[config.mk]
export PLATFORM = sky130hd
export DESIGN_NAME = cmi_top
export DESIGN_NICKNAME = d
export VERILOG_FILES = /design/src/cmi_pkg.sv /design/src/cmi_group_if.sv /design/src/cmi_flag_group.sv /design/src/cmi_top.sv
export SDC_FILE = /design/constraint.sdc
export NUM_CORES = 1
export LEC_CHECK = 0
export BUFFER_PORTS_ARGS = -buffer_cell sky130_fd_sc_hd__buf_2
export CAP_MARGIN = 25
export CORE_AREA = 8 8 95 114
export DETAILED_ROUTE_END_ITERATION = 6
export DIE_AREA = 0 0 103 122
export GPL_ROUTABILITY_DRIVEN = 0
export HOLD_SLACK_MARGIN = 0.02
export PLACE_DENSITY = 0.84
export SYNTH_ARGS = -nofsm -noshare
export SYNTH_HDL_FRONTEND = slang
export SYNTH_SLANG_ARGS = --single-unit
[constraint.sdc]
create_clock -name sys_clk_i -period 4.8 [get_ports sys_clk_i]
set_clock_uncertainty 0.2 [all_clocks]
set_input_delay 0.96 -clock sys_clk_i [delete_from_list [all_inputs] [get_ports sys_clk_i]]
set_output_delay 0.96 -clock sys_clk_i [all_outputs]
set_load 0.05 [all_outputs]
[src/cmi_pkg.sv]
package cmi_pkg;
  // register map, one byte per address
  localparam int unsigned ADDR_W = 8;
  localparam int unsigned DATA_W = 8;
  localparam logic [ADDR_W-1:0] OFS_SRC_LIVE    = 8'h0d;
  localparam logic [ADDR_W-1:0] OFS_DPLL_A_LIVE = 8'h0e;
  localparam logic [ADDR_W-1:0] OFS_DPLL_B_LIVE = 8'h0f;
  localparam logic [ADDR_W-1:0] OFS_SRC_MASK    = 8'h10;
  localparam logic [ADDR_W-1:0] OFS_DPLL_A_MASK = 8'h11;
  localparam logic [ADDR_W-1:0] OFS_DPLL_B_MASK = 8'h12;
  localparam logic [ADDR_W-1:0] OFS_SRC_POL     = 8'h13;
  localparam logic [ADDR_W-1:0] OFS_DPLL_A_POL  = 8'h14;
  localparam logic [ADDR_W-1:0] OFS_DPLL_B_POL  = 8'h15;
  localparam logic [ADDR_W-1:0] OFS_SRC_FLAG    = 8'h16;
  localparam logic [ADDR_W-1:0] OFS_DPLL_A_FLAG = 8'h17;
  localparam logic [ADDR_W-1:0] OFS_DPLL_B_FLAG = 8'h18;
  // source group implements bits 5..0; 7..6 reserved, read zero
  localparam logic [DATA_W-1:0] SRC_BITS_MASK   = 8'h3f;
  localparam logic [DATA_W-1:0] DPLL_BITS_MASK  = 8'hff;
  // field positions, dpll groups
  localparam int unsigned BIT_PHASE_LOCK_LOST   = 7;
  localparam int unsigned BIT_FREQ_LOCK_LOST    = 6;
  localparam int unsigned BIT_TUNING_HISTORY    = 5;
  localparam int unsigned BIT_HOLDOVER_EVENT    = 4;
  localparam int unsigned BIT_REFERENCE_SWITCH  = 3;
  localparam int unsigned BIT_MISSING_REF_CLOCK = 2;
  localparam int unsigned BIT_REF_FREQ_LOSS     = 1;
  localparam int unsigned BIT_REF_AMP_LOSS      = 0;
  // field positions, source group
  localparam int unsigned BIT_TCXO_FREQ_DETECT  = 5;
  localparam int unsigned BIT_XO_FREQ_DETECT    = 4;
  localparam int unsigned BIT_APLL_B_LOCK_LOSS  = 3;
  localparam int unsigned BIT_APLL_A_LOCK_LOSS  = 2;
  localparam int unsigned BIT_TCXO_SOURCE_LOSS  = 1;
  localparam int unsigned BIT_XO_SOURCE_LOSS    = 0;
  // reset values; mask and polarity have none documented, zero chosen
  localparam logic [DATA_W-1:0] LIVE_RESET = 8'h00;
  localparam logic [DATA_W-1:0] FLAG_RESET = 8'h00;
  localparam logic [DATA_W-1:0] MASK_RESET = 8'h00;
  localparam logic [DATA_W-1:0] POL_RESET  = 8'h00;
  localparam logic [DATA_W-1:0] READ_IDLE  = 8'h00;
endpackage

[src/cmi_group_if.sv]
`timescale 1ns/1ps
`default_nettype none
// one monitor group: live inputs, software controls, flag results
interface cmi_group_if;
  import cmi_pkg::*;
  logic [DATA_W-1:0] live;
  logic [DATA_W-1:0] pol;
  logic [DATA_W-1:0] mask;
  logic              clr_we;
  logic [DATA_W-1:0] clr_data;
  logic [DATA_W-1:0] live_q;
  logic [DATA_W-1:0] flags;
  logic              pending;
  modport ctrl (output live, pol, mask, clr_we, clr_data,
                input live_q, flags, pending);
  modport grp  (input live, pol, mask, clr_we, clr_data,
                output live_q, flags, pending);
endinterface
`default_nettype wire

[src/cmi_flag_group.sv]
`timescale 1ns/1ps
`default_nettype none
module cmi_flag_group #(
  parameter logic [7:0] IMPL = 8'hff
) (
  input  wire logic sys_clk_i,
  input  wire logic rst_n_i,
  cmi_group_if.grp  g
);
  import cmi_pkg::*;

  logic [DATA_W-1:0] live_reg;
  logic [DATA_W-1:0] live_next;
  logic [DATA_W-1:0] flag_reg;
  logic [DATA_W-1:0] flag_next;
  logic [DATA_W-1:0] rise;
  logic [DATA_W-1:0] fall;
  logic [DATA_W-1:0] hit;

  // edge select per bit, then write-zero-to-clear with set winning
  always_comb begin
    live_next = g.live & IMPL;
    rise      = live_next & ~live_reg;
    fall      = ~live_next & live_reg;
    hit       = ((rise & g.pol) | (fall & ~g.pol)) & IMPL;
    flag_next = flag_reg;
    if (g.clr_we) begin
      flag_next = flag_reg & g.clr_data; // zero clears, one
    end
    flag_next = flag_next | hit; // an edge in the clear cycle survives
  end

  always_ff @(posedge sys_clk_i) begin
    if (!rst_n_i) begin
      live_reg <= LIVE_RESET;
      flag_reg <= FLAG_RESET;
    end else begin
      live_reg <= live_next;
      flag_reg <= flag_next;
    end
  end

  assign g.live_q  = live_reg;
  assign g.flags   = flag_reg;
  // a set mask bit keeps its flag off the interrupt line
  assign g.pending = |(flag_reg & ~g.mask & IMPL);
endmodule
`default_nettype wire

[src/cmi_top.sv]
`timescale 1ns/1ps
`default_nettype none
module cmi_top (
  input  wire logic                       sys_clk_i,
  input  wire logic                       rst_n_i,
  input  wire logic                       reg_we_i,
  input  wire logic                       reg_re_i,
  input  wire logic [cmi_pkg::ADDR_W-1:0] reg_addr_i,
  input  wire logic [cmi_pkg::DATA_W-1:0] reg_wdata_i,
  output logic      [cmi_pkg::DATA_W-1:0] reg_rdata_o,
  output logic                            reg_ack_o,
  input  wire logic                       tcxo_freq_detect_loss_i,
  input  wire logic                       crystal_freq_detect_loss_i,
  input  wire logic                       analog_pll_b_lock_loss_i,
  input  wire logic                       analog_pll_a_lock_loss_i,
  input  wire logic                       tcxo_source_loss_i,
  input  wire logic                       crystal_source_loss_i,
  input  wire logic [cmi_pkg::DATA_W-1:0] dpll_a_status_i,
  input  wire logic [cmi_pkg::DATA_W-1:0] dpll_b_status_i,
  output logic                            irq_o
);
  import cmi_pkg::*;

  cmi_group_if src_g ();
  cmi_group_if dpa_g ();
  cmi_group_if dpb_g ();

  logic [DATA_W-1:0] src_mask_reg;
  logic [DATA_W-1:0] src_mask_next;
  logic [DATA_W-1:0] dpa_mask_reg;
  logic [DATA_W-1:0] dpa_mask_next;
  logic [DATA_W-1:0] dpb_mask_reg;
  logic [DATA_W-1:0] dpb_mask_next;
  logic [DATA_W-1:0] src_pol_reg;
  logic [DATA_W-1:0] src_pol_next;
  logic [DATA_W-1:0] dpa_pol_reg;
  logic [DATA_W-1:0] dpa_pol_next;
  logic [DATA_W-1:0] dpb_pol_reg;
  logic [DATA_W-1:0] dpb_pol_next;
  logic [DATA_W-1:0] rdata_reg;
  logic [DATA_W-1:0] rdata_next;
  logic              ack_reg;
  logic              ack_next;
  logic              irq_reg;
  logic              irq_next;
  logic [DATA_W-1:0] src_live;
  logic              src_mask_we;
  logic              dpa_mask_we;
  logic              dpb_mask_we;
  logic              src_pol_we;
  logic              dpa_pol_we;
  logic              dpb_pol_we;
  logic              src_flag_we;
  logic              dpa_flag_we;
  logic              dpb_flag_we;

  // source monitor bits gathered into the live byte layout
  always_comb begin
    src_live                        = LIVE_RESET;
    src_live[BIT_TCXO_FREQ_DETECT]  = tcxo_freq_detect_loss_i;
    src_live[BIT_XO_FREQ_DETECT]    = crystal_freq_detect_loss_i;
    src_live[BIT_APLL_B_LOCK_LOSS]  = analog_pll_b_lock_loss_i;
    src_live[BIT_APLL_A_LOCK_LOSS]  = analog_pll_a_lock_loss_i;
    src_live[BIT_TCXO_SOURCE_LOSS]  = tcxo_source_loss_i;
    src_live[BIT_XO_SOURCE_LOSS]    = crystal_source_loss_i;
  end

  // one write strobe per register; live and unmapped writes fall away
  assign src_mask_we = reg_we_i && (reg_addr_i == OFS_SRC_MASK);
  assign dpa_mask_we = reg_we_i && (reg_addr_i == OFS_DPLL_A_MASK);
  assign dpb_mask_we = reg_we_i && (reg_addr_i == OFS_DPLL_B_MASK);
  assign src_pol_we  = reg_we_i && (reg_addr_i == OFS_SRC_POL);
  assign dpa_pol_we  = reg_we_i && (reg_addr_i == OFS_DPLL_A_POL);
  assign dpb_pol_we  = reg_we_i && (reg_addr_i == OFS_DPLL_B_POL);
  assign src_flag_we = reg_we_i && (reg_addr_i == OFS_SRC_FLAG);
  assign dpa_flag_we = reg_we_i && (reg_addr_i == OFS_DPLL_A_FLAG);
  assign dpb_flag_we = reg_we_i && (reg_addr_i == OFS_DPLL_B_FLAG);

  // source group wiring; bits 7..6 have no monitor behind them
  assign src_g.live     = src_live;
  assign src_g.pol      = src_pol_reg;
  assign src_g.mask     = src_mask_reg;
  assign src_g.clr_we   = src_flag_we;
  assign src_g.clr_data = reg_wdata_i;

  // dpll a group wiring, full byte
  assign dpa_g.live     = dpll_a_status_i;
  assign dpa_g.pol      = dpa_pol_reg;
  assign dpa_g.mask     = dpa_mask_reg;
  assign dpa_g.clr_we   = dpa_flag_we;
  assign dpa_g.clr_data = reg_wdata_i;

  // dpll b group wiring, full byte
  assign dpb_g.live     = dpll_b_status_i;
  assign dpb_g.pol      = dpb_pol_reg;
  assign dpb_g.mask     = dpb_mask_reg;
  assign dpb_g.clr_we   = dpb_flag_we;
  assign dpb_g.clr_data = reg_wdata_i;

  cmi_flag_group #(.IMPL(SRC_BITS_MASK)) u_src (
    .sys_clk_i (sys_clk_i),
    .rst_n_i   (rst_n_i),
    .g         (src_g)
  );

  cmi_flag_group #(.IMPL(DPLL_BITS_MASK)) u_dpa (
    .sys_clk_i (sys_clk_i),
    .rst_n_i   (rst_n_i),
    .g         (dpa_g)
  );

  cmi_flag_group #(.IMPL(DPLL_BITS_MASK)) u_dpb (
    .sys_clk_i (sys_clk_i),
    .rst_n_i   (rst_n_i),
    .g         (dpb_g)
  );

  // source mask; reserved bits 7..6 are never stored
  always_comb begin
    src_mask_next = src_mask_reg;
    if (src_mask_we) begin
      src_mask_next = reg_wdata_i & SRC_BITS_MASK;
    end
  end

  // zero reset is a choice; software still must program it
  always_ff @(posedge sys_clk_i) begin
    if (!rst_n_i) begin
      src_mask_reg <= MASK_RESET;
    end else begin
      src_mask_reg <= src_mask_next;
    end
  end

  // dpll a mask, same layout as its live byte
  always_comb begin
    dpa_mask_next = dpa_mask_reg;
    if (dpa_mask_we) begin
      dpa_mask_next = reg_wdata_i;
    end
  end

  // dpll a mask register
  always_ff @(posedge sys_clk_i) begin
    if (!rst_n_i) begin
      dpa_mask_reg <= MASK_RESET;
    end else begin
      dpa_mask_reg <= dpa_mask_next;
    end
  end

  // dpll b mask, same layout as its live byte
  always_comb begin
    dpb_mask_next = dpb_mask_reg;
    if (dpb_mask_we) begin
      dpb_mask_next = reg_wdata_i;
    end
  end

  // dpll b mask register
  always_ff @(posedge sys_clk_i) begin
    if (!rst_n_i) begin
      dpb_mask_reg <= MASK_RESET;
    end else begin
      dpb_mask_reg <= dpb_mask_next;
    end
  end

  // source polarity; bits 5..0 kept writable to match the layout
  always_comb begin
    src_pol_next = src_pol_reg;
    if (src_pol_we) begin
      src_pol_next = reg_wdata_i & SRC_BITS_MASK;
    end
  end

  // zero selects falling edges until software says otherwise
  always_ff @(posedge sys_clk_i) begin
    if (!rst_n_i) begin
      src_pol_reg <= POL_RESET;
    end else begin
      src_pol_reg <= src_pol_next;
    end
  end

  // dpll a polarity, one edge select per live bit
  always_comb begin
    dpa_pol_next = dpa_pol_reg;
    if (dpa_pol_we) begin
      dpa_pol_next = reg_wdata_i;
    end
  end

  // dpll a polarity register
  always_ff @(posedge sys_clk_i) begin
    if (!rst_n_i) begin
      dpa_pol_reg <= POL_RESET;
    end else begin
      dpa_pol_reg <= dpa_pol_next;
    end
  end

  // dpll b polarity, one edge select per live bit
  always_comb begin
    dpb_pol_next = dpb_pol_reg;
    if (dpb_pol_we) begin
      dpb_pol_next = reg_wdata_i;
    end
  end

  // dpll b polarity register
  always_ff @(posedge sys_clk_i) begin
    if (!rst_n_i) begin
      dpb_pol_reg <= POL_RESET;
    end else begin
      dpb_pol_reg <= dpb_pol_next;
    end
  end

  // read mux; live bytes are the registered monitor samples
  always_comb begin
    rdata_next = READ_IDLE;
    if (reg_re_i) begin
      case (reg_addr_i)
        OFS_SRC_LIVE: begin
          rdata_next = src_g.live_q;
        end
        OFS_DPLL_A_LIVE: begin
          rdata_next = dpa_g.live_q;
        end
        OFS_DPLL_B_LIVE: begin
          rdata_next = dpb_g.live_q;
        end
        OFS_SRC_MASK: begin
          rdata_next = src_mask_reg;
        end
        OFS_DPLL_A_MASK: begin
          rdata_next = dpa_mask_reg;
        end
        OFS_DPLL_B_MASK: begin
          rdata_next = dpb_mask_reg;
        end
        OFS_SRC_POL: begin
          rdata_next = src_pol_reg;
        end
        OFS_DPLL_A_POL: begin
          rdata_next = dpa_pol_reg;
        end
        OFS_DPLL_B_POL: begin
          rdata_next = dpb_pol_reg;
        end
        OFS_SRC_FLAG: begin
          rdata_next = src_g.flags;
        end
        OFS_DPLL_A_FLAG: begin
          rdata_next = dpa_g.flags;
        end
        OFS_DPLL_B_FLAG: begin
          rdata_next = dpb_g.flags;
        end
        default: begin
          rdata_next = READ_IDLE; // unmapped reads zero
        end
      endcase
    end
  end

  // read data stands one cycle, then returns to idle
  always_ff @(posedge sys_clk_i) begin
    if (!rst_n_i) begin
      rdata_reg <= READ_IDLE;
    end else begin
      rdata_reg <= rdata_next;
    end
  end

  // every strobe is answered, mapped or not, so no master hangs
  always_comb begin
    ack_next = reg_re_i | reg_we_i;
  end

  // acknowledge pulse register
  always_ff @(posedge sys_clk_i) begin
    if (!rst_n_i) begin
      ack_reg <= 1'b0;
    end else begin
      ack_reg <= ack_next;
    end
  end

  // interrupt registered to keep the pin glitch free
  always_comb begin
    irq_next = src_g.pending | dpa_g.pending | dpb_g.pending;
  end

  // interrupt level register
  always_ff @(posedge sys_clk_i) begin
    if (!rst_n_i) begin
      irq_reg <= 1'b0;
    end else begin
      irq_reg <= irq_next;
    end
  end

  assign reg_rdata_o = rdata_reg;
  assign reg_ack_o   = ack_reg;
  assign irq_o       = irq_reg;
endmodule
`default_nettype wire

* Yosys cells after proc, flatten, opt, wreduce, memory -nomap -nowiden
Index checks and enable logic that the tools add are counted.
** Cells by class
- Equal/unequal tests :: 12
- Muxes and demuxes :: 4
- Bitwise logic cells :: 39
- Reduce and logical (&&, ||, !) cells :: 13
** Operators with widths (number)
- $and 8x8->8 :: 13
- $pmux 8 s12 :: 1
- $eq 8x5->1 const B :: 9
- $not 8->8 :: 8
- $or 8x8->8 :: 4
- $and 6x6->6 :: 5
- $eq 8x4->1 const B :: 3
- $mux 8 :: 3
- $not 6->6 :: 4
- $reduce_or 8->1 :: 2
- $logic_and 1x1->1 :: 9
- $or 8x6->8 :: 1
- $or 6x6->6 :: 1
- $reduce_or 6->1 :: 1
- $or 1x1->1 :: 3
- $reduce_and 2->1 :: 1
** Word-level totals
- Register bits :: 100
- Logic and storage cells :: 83

* Longest topological paths before layout
- Word-level depth :: 5
- Mapped depth :: 7

* Modules after synthesis
From an unflattened synthesis, not the netlist that was laid out.
** Unflattened totals
- Cell total of the unflattened synthesis :: 553
- Area, all modules :: 4768.3 um^2
** By module, submodules not included
- cmi_top :: instances 1, cells an instance 333, area an instance 2890.3 um^2, seq. area each 1081.0 um^2
- cmi_flag_group (u_dpa ...) :: instances 2, cells an instance 77, area an instance 653.1 um^2, seq. area each 320.3 um^2
- cmi_flag_group (u_src) :: instances 1, cells an instance 66, area an instance 571.8 um^2, seq. area each 280.3 um^2

* Worst setup path after synthesis
OpenSTA, ideal clock, no wires.
- Kind :: input to register
- Start :: in reg_addr_i[7] (netlist name)
- End :: reg src_mask_reg[0], in the netlist src_g.mask[0]
- Library setup time :: 0.116 ns
- Data arrival time :: 2.484 ns
- Data required time :: 4.484 ns
- Setup slack :: 2.000 ns
- Stages :: 6
- Buffers on the path :: 1
- Cells stage by stage :: or4b_1 -> buf_2 -> nor3_4 -> nand3_2 -> mux2i_1 -> nor2b_1
** Between the ends
- Cells in the longest elaborated chain, start to end :: 2
** Ends and longest elaborated chain
- from (decl) :: RTL line cmi_top.sv:8 : input wire logic [cmi_pkg::ADDR_W-1:0] reg_addr_i,
- $eq 8x5->1 :: RTL line cmi_top.sv:69 : assign src_mask_we = reg_we_i && (reg_addr_i == OFS_SRC_MASK);
- $logic_and 1x1->1 :: RTL line cmi_top.sv:69
- to (signal assigned) :: RTL line cmi_top.sv:131 : src_mask_reg <= src_mask_next;
- to (decl) :: RTL line cmi_top.sv:28 : logic [DATA_W-1:0] src_mask_reg;
No other way between the ends.
A chain may end at the register's enable or synchronous reset.

* Worst setup path after layout
- Start :: in reg_addr_i[0] (netlist name)
- End :: reg dpb_pol_reg[2], in the netlist dpb_g.pol[2]
** Between the ends
- Cells in the longest elaborated chain, start to end :: 2
** Ends and longest elaborated chain
- $eq 8x5->1 :: RTL line cmi_top.sv:74 : assign dpb_pol_we = reg_we_i && (reg_addr_i == OFS_DPLL_B_POL);
- $logic_and 1x1->1 :: RTL line cmi_top.sv:74
- to (signal assigned) :: RTL line cmi_top.sv:216 : dpb_pol_reg <= dpb_pol_next;
- to (decl) :: RTL line cmi_top.sv:38 : logic [DATA_W-1:0] dpb_pol_reg;
No other way between the ends.

==> flow_metrics.tcl <==
set metrics [dict create \
    detailed_route_wl_um 12800 \
    nNetsFinal 603 \
    rsz0062_at_grt "no" \
    finalHoldWorstSlack_ps 260 \
    die_x_um 103 \
    count_of_tritonroute_iterations_in_the_first_routing_pass 5 \
    critPathLaunchType "primary input" \
    final-max-slew-violation-count 0 \
    port_buffers 51 \
    slew_headroom 0.390 \
    tightest_pin_transition_ps 912 \
    worst-setup-path-type "in2reg" \
    grt_usage 0.206 \
    grt_first_pass_wirelength_um 20100 \
    ys_warn_count 0 \
    antenna_left 0 \
    area_growth_pct 10.2 \
    synth_area_leaders "dfxtp_1 (42%), mux2i_1 (11%), nor2b_1 (7.1%), a21boi_0 (3.6%), o21ai_0 (2.9%)" \
    dr_total_vias 4098 \
    totalPowerFinal_mw 1.59 \
    post_synthesis_net_count 572 \
    antenna_violations_before_repair 0 \
    gr-total-overflow 0 \
    rows 38 \
    cts_buf_count 9 \
    antenna_cells 0 \
    power.density_nw_per_um2 299 \
    ys_seq_elements 100 \
    initial_util 0.539 \
    grt_start_max_net_pins 92 \
    die_extent_in_y_um 122 \
    critical_path_peak_fanout 34 \
    initialDrtViolationCount 391 \
    cts_setup_buffers 0 \
    fin_ws_ps 1540 \
    synth_seq_area_share 0.415 \
    worst_ep_arrival_time_ps 3340 \
    ios 52 \
    final.setup.tns_ps 0 \
    cts-htree-levels 3 \
    hpwl_um 8850 \
    clk_pin_slew_ps 90 \
    preCtsSetupSlack_ps 1220 \
    syn_avg_cell_area_um2 9.09 \
    post_drt_via_cell_ratio 5.98 \
    yosysTopAreaCell "dfxtp_1" \
    multi_input_area_um2 2600 \
    grt_pass1_vias 4059 \
    die_area_um2 12600 \
    timing.critical_path.required_ps 4870 \
    ys_types 47 \
    async_flop_share 0 \
    post_synth_instance_area_um2 4820 \
    finalSetupViolations 0 \
    max-vdd-ir-drop_v 0.000173 \
    layout-drive-gt1-share 0.154 \
    leakage_power_summed_over_all_cells_nw 2.14 \
    remaining_drc_errors 0 \
    final-hold-violation-count 0 \
    clock_tree_from_tritoncts "built" \
    synthDominantCellAreaShare 0.415 \
    max_freq_mhz 306 \
    fill_cells 778 \
    hp_class "reg2reg" \
    hold_buffers 0 \
    clock_insertion_delay_worst_skew_ps 380 \
    ys_dominant_reg_cell "dfxtp_1" \
    run_status "complete, no violations" \
    design.core.area_um2 8940 \
    final.min_clock_period_ps 3260 \
    ctsLongestPathBuffers 2 \
    synth_enable_flop_cells 0 \
    timing.final.crit_share 0.680 \
    cts_sinks 100 \
    ff_latch_area_um2 2000 \
    drv.max_cap_violation_count 0 \
    clock-root-buffer "clkbuf_8" \
    cts_repair_resize_count 0 \
    post_drt_wl_per_cell_um 18.6 \
    post_synth_inst_count 530 \
    critical_path_capture_point_type "flop" \
]
-- kinds of logic (layout without fill, tap and decap cells) --
| family | Yosys count | count (layout) | share of synthesized area |
|---|---|---|---|
| AO/OA/AOI/OAI | 132 | 132 | 0.185 |
| buffers and inverters | 56 | 91 | 0.0452 |
| flip-flops | 100 | 100 | 0.415 |
| multiplexers | 65 | 65 | 0.140 |
| AND/OR/NAND/NOR | 177 | 177 | 0.214 |
-- cell usage in the layout, fill, tap and decap left out, types with 3 or more instances in the layout --
master,count
dfxtp_1,100
nor2b_1,55
mux2i_1,53
buf_2,52
nor2_1,35
o21ai_0,28
a21oi_1,27
nand2_1,26
inv_1,23
a21boi_0,23
and2_1,22
a22o_1,12
mux2_2,11
o22ai_1,9
a221oi_1,9
clkbuf_8,9
nor3b_1,8
a32oi_1,8
nand3_1,5
a31oi_1,4
or3_1,3
nor3_1,3
nor4_1,3
-- where the power goes --
| part | switching, mW | leakage, nW | internal, mW | total (mW) |
|---|---|---|---|---|
| clock network | 0.287 | 0.102 | 0.289 | 0.576 |
| logic | 0.0839 | 1.22 | 0.0583 | 0.142 |
| registers | 0.0181 | 0.815 | 0.851 | 0.869 |
| total | 0.389 | 2.14 | 1.20 | 1.59 |
-- critical path, cell delays in order --
cell and delay [ps]:
buf_2 500, nor2b_1 810, and3_1 730, mux2i_1 260, nor2b_1 70
-- sequential cells by signal, summed over array words and instances, names as in the netlist --
register        cells
dpa_g.mask          8
dpa_g.pol           8
dpb_g.mask          8
dpb_g.pol           8
irq_o               1
reg_ack_o           1
reg_rdata_o         8
src_g.mask          6
src_g.pol           6
u_dpa.g.flags       8
u_dpa.g.live_q      8
u_dpb.g.flags       8
u_dpb.g.live_q      8
u_src.g.flags       8
u_src.g.live_q      6
-- stage by stage --
step            util  instances  instance area [um2]
5_1_grt        0.594        685                 5310
2_1_floorplan      -        530                 4820
3_3_place_gp   0.571        669                 5100
4_1_cts        0.594        685                 5310
6_report       0.594        685                 5310
3_5_place_dp   0.571        670                 5110
-- final cells by class --
class,instances,share of cell area
Clock buffer,10,0.0240
Clock inverter,5,0.0146
Inverter,23,0.0163
Multi-Input combinational cell,374,0.490
Sequential cell,100,0.377
Tap cell,120,0.0283
Timing Repair Buffer,53,0.0504
-- path summary, 6_finish.rpt --
| kind | start | endpoint | slack [ps] | cells past startpoint |
|---|---|---|---|---|
| hold / removal | u_src.g.flags[7] | u_src.g.flags[7] | 260 | 1 |
| setup reg to reg | u_dpb.g.flags[7] | irq_o | 3130 | 5 |
| hold reg to reg | u_src.g.flags[7] | u_src.g.flags[7] | 260 | 1 |
| setup / recovery | reg_addr_i[0] | dpb_g.pol[2] | 1540 | 5 |
-- cell usage after synthesis (all sizes together) (4+ instances only) --
cell type  instances
nor2              35
a32oi              8
o22ai              9
a221oi             9
mux2              11
inv               23
nor3               5
a21oi             27
a21boi            23
mux2i             53
clkbuf            26
and2              22
a22o              12
nand2             26
o21ai             28
a31oi              4
buf                7
nor3b              8
nor2b             55
nand3              9
dfxtp            100
-- routing by layer --
layer / GRT usage / up-vias / routed length (um)
met4: 0.145 / 0 / 515
met1: 0.253 / 1917 / 5160
met3: 0.0382 / 43 / 1140
met2: 0.318 / 205 / 5940
met5: 0 / - / 0
li1: - / 1933 / -
Note: power is estimated with default switching activity, not from simulation.
